--- src/pcint_pkg.sv ---
/*
  pcint_pkg: constants and carrier types for the pin-change interrupt block.
  Assumes an 8-bit register port with word-free byte offsets of its own choosing.
*/
package pcint_pkg;
  localparam int unsigned NPINS = 6;
  localparam int unsigned DW    = 8;
  localparam int unsigned AW    = 4;

  localparam logic [AW-1:0] OFS_RISE   = 4'h0;
  localparam logic [AW-1:0] OFS_FALL   = 4'h1;
  localparam logic [AW-1:0] OFS_FLAGS  = 4'h2;
  localparam logic [AW-1:0] OFS_INTCTL = 4'h3;
  localparam logic [AW-1:0] OFS_IRQST  = 4'h4;
  localparam logic [AW-1:0] OFS_IRQMSK = 4'h5;

  localparam logic [NPINS-1:0] PIN_RST = 6'h00;
  localparam logic [DW-1:0]    RD_ZERO = 8'h00;

  localparam int unsigned BIT_MASTER_EN = 0;
  localparam int unsigned BIT_SUMMARY   = 1;
  localparam int unsigned BIT_SLEEP     = 2;

  localparam int unsigned EV_EDGE  = 0;
  localparam int unsigned EV_WAKE  = 1;
  localparam int unsigned NEV      = 2;
  localparam logic [NEV-1:0] EV_RST = 2'h0;

  typedef struct packed {
    logic          wr;
    logic          rd;
    logic [AW-1:0] addr;
    logic [DW-1:0] wdata;
  } pcint_req_t;
endpackage

--- src/pcint_top.sv ---
/*
  pcint_top: pin-change detection with per-pin rise/fall enables, sticky flags,
  summary flag, master enable, interrupt request and wake-from-sleep.
  Assumes one clock clk_sys, async active-high rst, pins asynchronous to clk_sys.
*/
// Behaviour
// - a rising edge on a pin is detected only while its rise-enable bit is set.
// - a falling edge on a pin is detected only while its fall-enable bit is set.
// - with both enables set, edges of either polarity are detected on that pin.
// - an enabled detected edge sets the pin's change flag to one.
// - flags keep setting with the master enable clear, but cpu_irq is requested only with it set; irq_out follows the event status and mask alone.
// - the summary flag is the OR of all six change flags.
// - software clears a change flag by writing zero to its bit, and hardware can still set it.
// - an edge detected during a flag write leaves that flag set whatever was written.
// - with the master enable set, any enabled edge wakes the device from sleep.
// - an edge seen during sleep reaches the flag register on the same clock edge as the wake output rises.
// - only bits 5 to 0 of the enable and flag registers exist; bits 7 and 6 read zero.
`timescale 1ns/1ps
`default_nettype none
module pcint_top #(
  parameter int unsigned NP = pcint_pkg::NPINS
) (
  input  wire logic                 clk_sys,
  input  wire logic                 rst,
  input  wire pcint_pkg::pcint_req_t req,
  output logic [pcint_pkg::DW-1:0]  rdata,
  input  wire logic [NP-1:0]        port_pins,
  input  wire logic                 sleep_mode,
  output logic                      cpu_irq,
  output logic                      wake_up,
  output logic                      change_int_summary_flag,
  output logic                      irq_out
);
  import pcint_pkg::*;

  logic [NP-1:0]  sync1_r;
  logic [NP-1:0]  sync2_r;
  logic [NP-1:0]  prev_r;
  logic [NP-1:0]  rise_edge_enable_r;
  logic [NP-1:0]  fall_edge_enable_r;
  logic [NP-1:0]  pin_change_flags_r;
  logic [NP-1:0]  pin_change_flags_nxt;
  logic           change_int_master_enable_r;
  logic [NEV-1:0] ev_status_r;
  logic [NEV-1:0] ev_mask_r;
  logic [NP-1:0]  rise_det;
  logic [NP-1:0]  fall_det;
  logic [NP-1:0]  pin_change_detect;
  logic           wr_flags;
  logic           sleep_s1_r;
  logic           sleep_s2_r;
  logic [NEV-1:0] ev_now;

  function automatic logic [DW-1:0] pad(input logic [NP-1:0] v);
    pad = {{(DW-NP){1'b0}}, v};
  endfunction

  function automatic logic hit(input logic [AW-1:0] a, input logic [AW-1:0] ofs);
    hit = (a == ofs);
  endfunction

  // two-flop synchronisers; sync1_r read only by sync2_r
  always_ff @(posedge clk_sys or posedge rst) begin
    if (rst) begin
      sync1_r <= PIN_RST;
      sync2_r <= PIN_RST;
      prev_r  <= PIN_RST;
    end else begin
      sync1_r <= port_pins;
      sync2_r <= sync1_r;
      prev_r  <= sync2_r;
    end
  end

  always_ff @(posedge clk_sys or posedge rst) begin
    if (rst) begin
      sleep_s1_r <= 1'b0;
      sleep_s2_r <= 1'b0;
    end else begin
      sleep_s1_r <= sleep_mode;
      sleep_s2_r <= sleep_s1_r;
    end
  end

  assign rise_det = sync2_r & ~prev_r & rise_edge_enable_r;
  assign fall_det = ~sync2_r & prev_r & fall_edge_enable_r;
  assign pin_change_detect = rise_det | fall_det;
  assign wr_flags = req.wr && hit(req.addr, OFS_FLAGS);

  always_ff @(posedge clk_sys or posedge rst) begin
    if (rst) begin
      rise_edge_enable_r <= PIN_RST;
      fall_edge_enable_r <= PIN_RST;
      change_int_master_enable_r <= 1'b0;
      ev_mask_r <= EV_RST;
    end else if (req.wr) begin
      if (hit(req.addr, OFS_RISE)) begin
        rise_edge_enable_r <= req.wdata[NP-1:0];
      end
      if (hit(req.addr, OFS_FALL)) begin
        fall_edge_enable_r <= req.wdata[NP-1:0];
      end
      if (hit(req.addr, OFS_INTCTL)) begin
        change_int_master_enable_r <= req.wdata[BIT_MASTER_EN];
      end
      if (hit(req.addr, OFS_IRQMSK)) begin
        ev_mask_r <= req.wdata[NEV-1:0];
      end
    end
  end

  always_comb begin
    pin_change_flags_nxt = pin_change_flags_r;
    if (wr_flags) begin
      pin_change_flags_nxt = pin_change_flags_r & req.wdata[NP-1:0];
    end
    pin_change_flags_nxt = pin_change_flags_nxt | pin_change_detect;
  end

  always_ff @(posedge clk_sys or posedge rst) begin
    if (rst) begin
      pin_change_flags_r <= PIN_RST;
    end else begin
      pin_change_flags_r <= pin_change_flags_nxt;
    end
  end

  // sticky event status: edge seen, wake raised; set wins over write-one-clear
  assign ev_now[EV_EDGE] = |pin_change_detect;
  assign ev_now[EV_WAKE] = change_int_master_enable_r && sleep_s2_r && (|pin_change_detect);

  always_ff @(posedge clk_sys or posedge rst) begin
    if (rst) begin
      ev_status_r <= EV_RST;
    end else if (req.wr && hit(req.addr, OFS_IRQST)) begin
      ev_status_r <= (ev_status_r & ~req.wdata[NEV-1:0]) | ev_now;
    end else begin
      ev_status_r <= ev_status_r | ev_now;
    end
  end

  // outputs registered from next-state so flags and requests move together
  always_ff @(posedge clk_sys or posedge rst) begin
    if (rst) begin
      change_int_summary_flag <= 1'b0;
      cpu_irq <= 1'b0;
      wake_up <= 1'b0;
      irq_out <= 1'b0;
    end else begin
      change_int_summary_flag <= |pin_change_flags_nxt;
      cpu_irq <= change_int_master_enable_r && (|pin_change_flags_nxt);
      // flags already hold the edge when wake rises
      wake_up <= change_int_master_enable_r && sleep_s2_r && (|pin_change_flags_nxt);
      irq_out <= |((ev_status_r | ev_now) & ev_mask_r);
    end
  end

  always_ff @(posedge clk_sys or posedge rst) begin
    if (rst) begin
      rdata <= RD_ZERO;
    end else if (req.rd) begin
      case (req.addr)
        OFS_RISE:   rdata <= pad(rise_edge_enable_r);
        OFS_FALL:   rdata <= pad(fall_edge_enable_r);
        OFS_FLAGS:  rdata <= pad(pin_change_flags_r);
        OFS_INTCTL: begin
          rdata <= RD_ZERO;
          rdata[BIT_MASTER_EN] <= change_int_master_enable_r;
          rdata[BIT_SUMMARY]   <= |pin_change_flags_r;
          rdata[BIT_SLEEP]     <= sleep_s2_r;
        end
        OFS_IRQST:  rdata <= {{(DW-NEV){1'b0}}, ev_status_r};
        OFS_IRQMSK: rdata <= {{(DW-NEV){1'b0}}, ev_mask_r};
        default:    rdata <= RD_ZERO;
      endcase
    end else begin
      rdata <= RD_ZERO;
    end
  end
endmodule
`default_nettype wire

--- config.mk ---
export PLATFORM = sky130hd
export DESIGN_NAME = pcint_top
export DESIGN_NICKNAME = d
export VERILOG_FILES = /design/src/pcint_pkg.sv /design/src/pcint_top.sv
export SDC_FILE = /design/constraint.sdc
export NUM_CORES = 1
export LEC_CHECK = 0
export ABC_AREA = 1
export ABC_CLOCK_PERIOD_IN_PS = 2500
export BUFFER_PORTS_ARGS = -buffer_cell sky130_fd_sc_hd__clkbuf_2
export CORE_UTILIZATION = 45
export CTS_CLUSTER_DIAMETER = 120
export CTS_CLUSTER_SIZE = 20
export DETAILED_ROUTE_END_ITERATION = 6
export PLACE_DENSITY = 0.71
export SYNTH_ARGS = -nofsm -noshare
export SYNTH_HDL_FRONTEND = slang
export SYNTH_SLANG_ARGS = --single-unit
--- constraint.sdc ---
create_clock -name clk_sys -period 2.5 [get_ports clk_sys]
set_input_delay 0.5 -clock clk_sys [delete_from_list [all_inputs] [get_ports clk_sys]]
set_output_delay 0.5 -clock clk_sys [all_outputs]
set_load 0.01 [all_outputs]
==> summary.txt <==
Final Setup Violations: 0
post-cts resize count: 0
R2R depth: 8
period utilisation layout: 0.5333
initial antenna violation count: 0
Setup Crit Path Kind: primary input to flop
WL per Instance: 11.60 µm
final setup TNS: 0 ns
dominant cell type by area after synthesis: dfrtp_1
sequential share of power: 0.562
cts bufs inserted: 5
clock skew: 0.007331 ns
HP Class: primary input to async pin
number of synthesized flops with an enable pin: 0
hold_buf cts: 0
CP top delay family: simple AND/OR/NAND/NOR gates
Placement Setup Slack: 0.8707 ns
Worst-Skew Late Latency: 0.30 ns
Max Clock Freq: 750.1 MHz
final worst slack: 1.167 ns
clk sinks: 53
CP max FO: 12
Comb pwr share: 0.138
DR vias: 1633
first-pass GRT wire length: 6.893 mm
clk slew on worst S/H paths: 0.09 ns
non-filler cells, final: 344
Worst Setup End Kind: flop
I/O Buffers: 30
total I/O pin count: 35
R2R Path End: irq_out
share of cells above drive strength 1: 0.2491
Seq cells post-synth: 53
Initial Utilization: 0.4703
GPL Wtd Cong: 0.7977
syn_area_per_cell: 9.201 µm²
Routed WL: 3.992 mm
status: finished, final reports clean
CTS tree: yes
Final Net Count: 300
most common library cells after synthesis: nand2_1 (71), dfrtp_1 (53), inv_1 (33)
asr flop ratio synth: 1.000
worst r2r src: fall_edge_enable_r[3]
Synth Warn #: 0
CP endpoint: rise_edge_enable_r[1]
Synth top area share: 0.5932
Crit-path slowest cell: nor2_1
vias in the first global route: 1481
CP bufs+invs: 2
H-tree levels: 2
Die ar.: 5255 µm²
Critical Path AT: 1.52 ns
Layout area overhead: 14.27%
part of the power in the clock network: 0.300
count leader, synth: nand2_1
switching part of the total: 0.2632
Cell Int Power: 1.343 mW
Fin. Hold Viols: 0
crit path from: req[8]
GRT overflow: 0
fin crit period: 1.333 ns
Startpoint Class: primary input
Crit path depth: 7
CP peak stage delay: 0.25 ns
reg2reg setup slack: 1.24 ns
Synth Instances: 243
Final ANT Viol Nets: 0
Worst slew margin: 0.6393
Power Density: 713.7 nW/µm²
total iterations of the first detailed-routing run: 4
Leakage: 1.321 nW
HPWL reported at the end of detailed placement: 2.931 mm
CTS Buffer Depth: 2
FILL cells: 460
Post-synth top flop: dfrtp_1
library cells used by synthesis: 25
largest cells by area after synthesis: dfrtp_1 (59%), nand2_1 (12%), inv_1 (5.5%)
Die Wd: 72.49 µm
Post-CTS Setup Bufs: 0
Seq/Total Area, Yosys: 0.5932
RSZ-0062 raised after global routing: false
Core Area: 4755 µm²
Cells after DPL: 337
# rows: 25
total track usage: 0.1751
Tot Pwr: 1.823 mW
Vias/cell: 4.747
Req. time, crit path: 2.69 ns
MaxCap Viol Count: 0
Antenna Cells: 0
Worst Tran Pin Value: 0.5402 ns
Die Ht: 72.49 µm
worst path cell trace: clkbuf_2 -> nor2_1 -> nand2_1 -> inv_2 -> nand2_2 -> nand2_1 -> o21ai_2
Slew Viols, Final: 0
DR iter-0 viols: 132
CTS root buf: clkbuf_8
pin count of the biggest net entering global routing: 30
VDD IR max: 0.3114 mV
synthesized area: 2236 µm²
most frequent CP cell: nand2_1
net switching power figure: 0.4800 mW
# DRC: 0
## cells by family after synthesis
family	after synthesis	share of synthesized area
buffers and inverters	44	0.08449
other	1	0.001677
AOI/OAI and AO/OA	23	0.07330
and+or+nand+nor	122	0.2473
DFF	53	0.5932
## metal layers
metal | track usage | share of wire | vias up
met5 | 0 | 0 | -
li1 | - | - | 818
met1 | 0.2413 | 0.47 | 756
met4 | 0.06536 | 0.017 | 0
met3 | 0.04444 | 0.056 | 6
met2 | 0.2679 | 0.45 | 53
## state kept, by name, indices dropped and copies added, names as in the netlist, 2 cells and up
name and cells:
prev_r 6, sync2_r 6, sync1_r 6, rise_edge_enable_r 6
pin_change_flags_r 6, fall_edge_enable_r 6, ev_mask_r 2, ev_status_r 2
rdata 6
## worst register-to-register path: cells and delay by family (launching register included)
kind,cells,cell delay [ns]
and+or+nand+nor,7,0.68
DFF,1,0.41
AOI/OAI and AO/OA,1,0.06
## power groups by stage
stage	clock, mW	sequential [mW]	combinational, mW
finish	0.547	1.03	0.251
global route	0.596	1.04	0.289
CTS	0.566	1.03	0.254
detailed placement	0	1.04	0.252
global placement	0	1.04	0.247
floorplan	0	1.03	0.177
## through the flow
stage	util	instance area (µm²)	hold WS, ns
4_1_cts	0.5374	2555	0.2381
3_5_place_dp	0.5155	2451	0.3347
6_report	0.5374	2555	0.2164
5_1_grt	0.5374	2555	0.2603
3_3_place_gp	0.5155	2451	0.3317
2_1_floorplan	-	2240	0.3312
## layout by cell type (no fill, tap or decap), drive strengths merged
cell type  netlist  routed
nand2           75      75
dfrtp           53      53
inv             39      39
clkbuf           0      35
nor2            19      19
o21ai           19      19
nand3           18      18
nand4            6       6
nor3             3       3
conb             1       2
a41oi            1       1
o31ai            1       1
a31oi            1       1
a21oi            1       1
nand3b           1       1
bufinv           0       1
clkinv           0       1
buf              5       1
## final cells by class
class | count | area (µm²) | area share
multi-input cells | 147 | 724.4 | 0.2835
flip-flops and latches | 53 | 1326 | 0.5191
repair buffers | 31 | 170.2 | 0.06660
clock inverters | 2 | 35.03 | 0.01371
clock buffers | 5 | 68.82 | 0.02693
well taps | 67 | 83.83 | 0.03281
inverters | 39 | 146.4 | 0.05730
## worst min path at each step
stage / start / endpoint / cells after the start
global placement: sync1_r[4] / sync2_r[4] / 0
global route: rst / sync2_r[3] / 2
detailed placement: sync1_r[0] / sync2_r[0] / 0
CTS: rst / sync1_r[3] / 2
finish: rst / sync2_r[3] / 2
floorplan: sleep_s1_r / sleep_s2_r / 0
No activity file was read; power rests on OpenSTA's default activity.
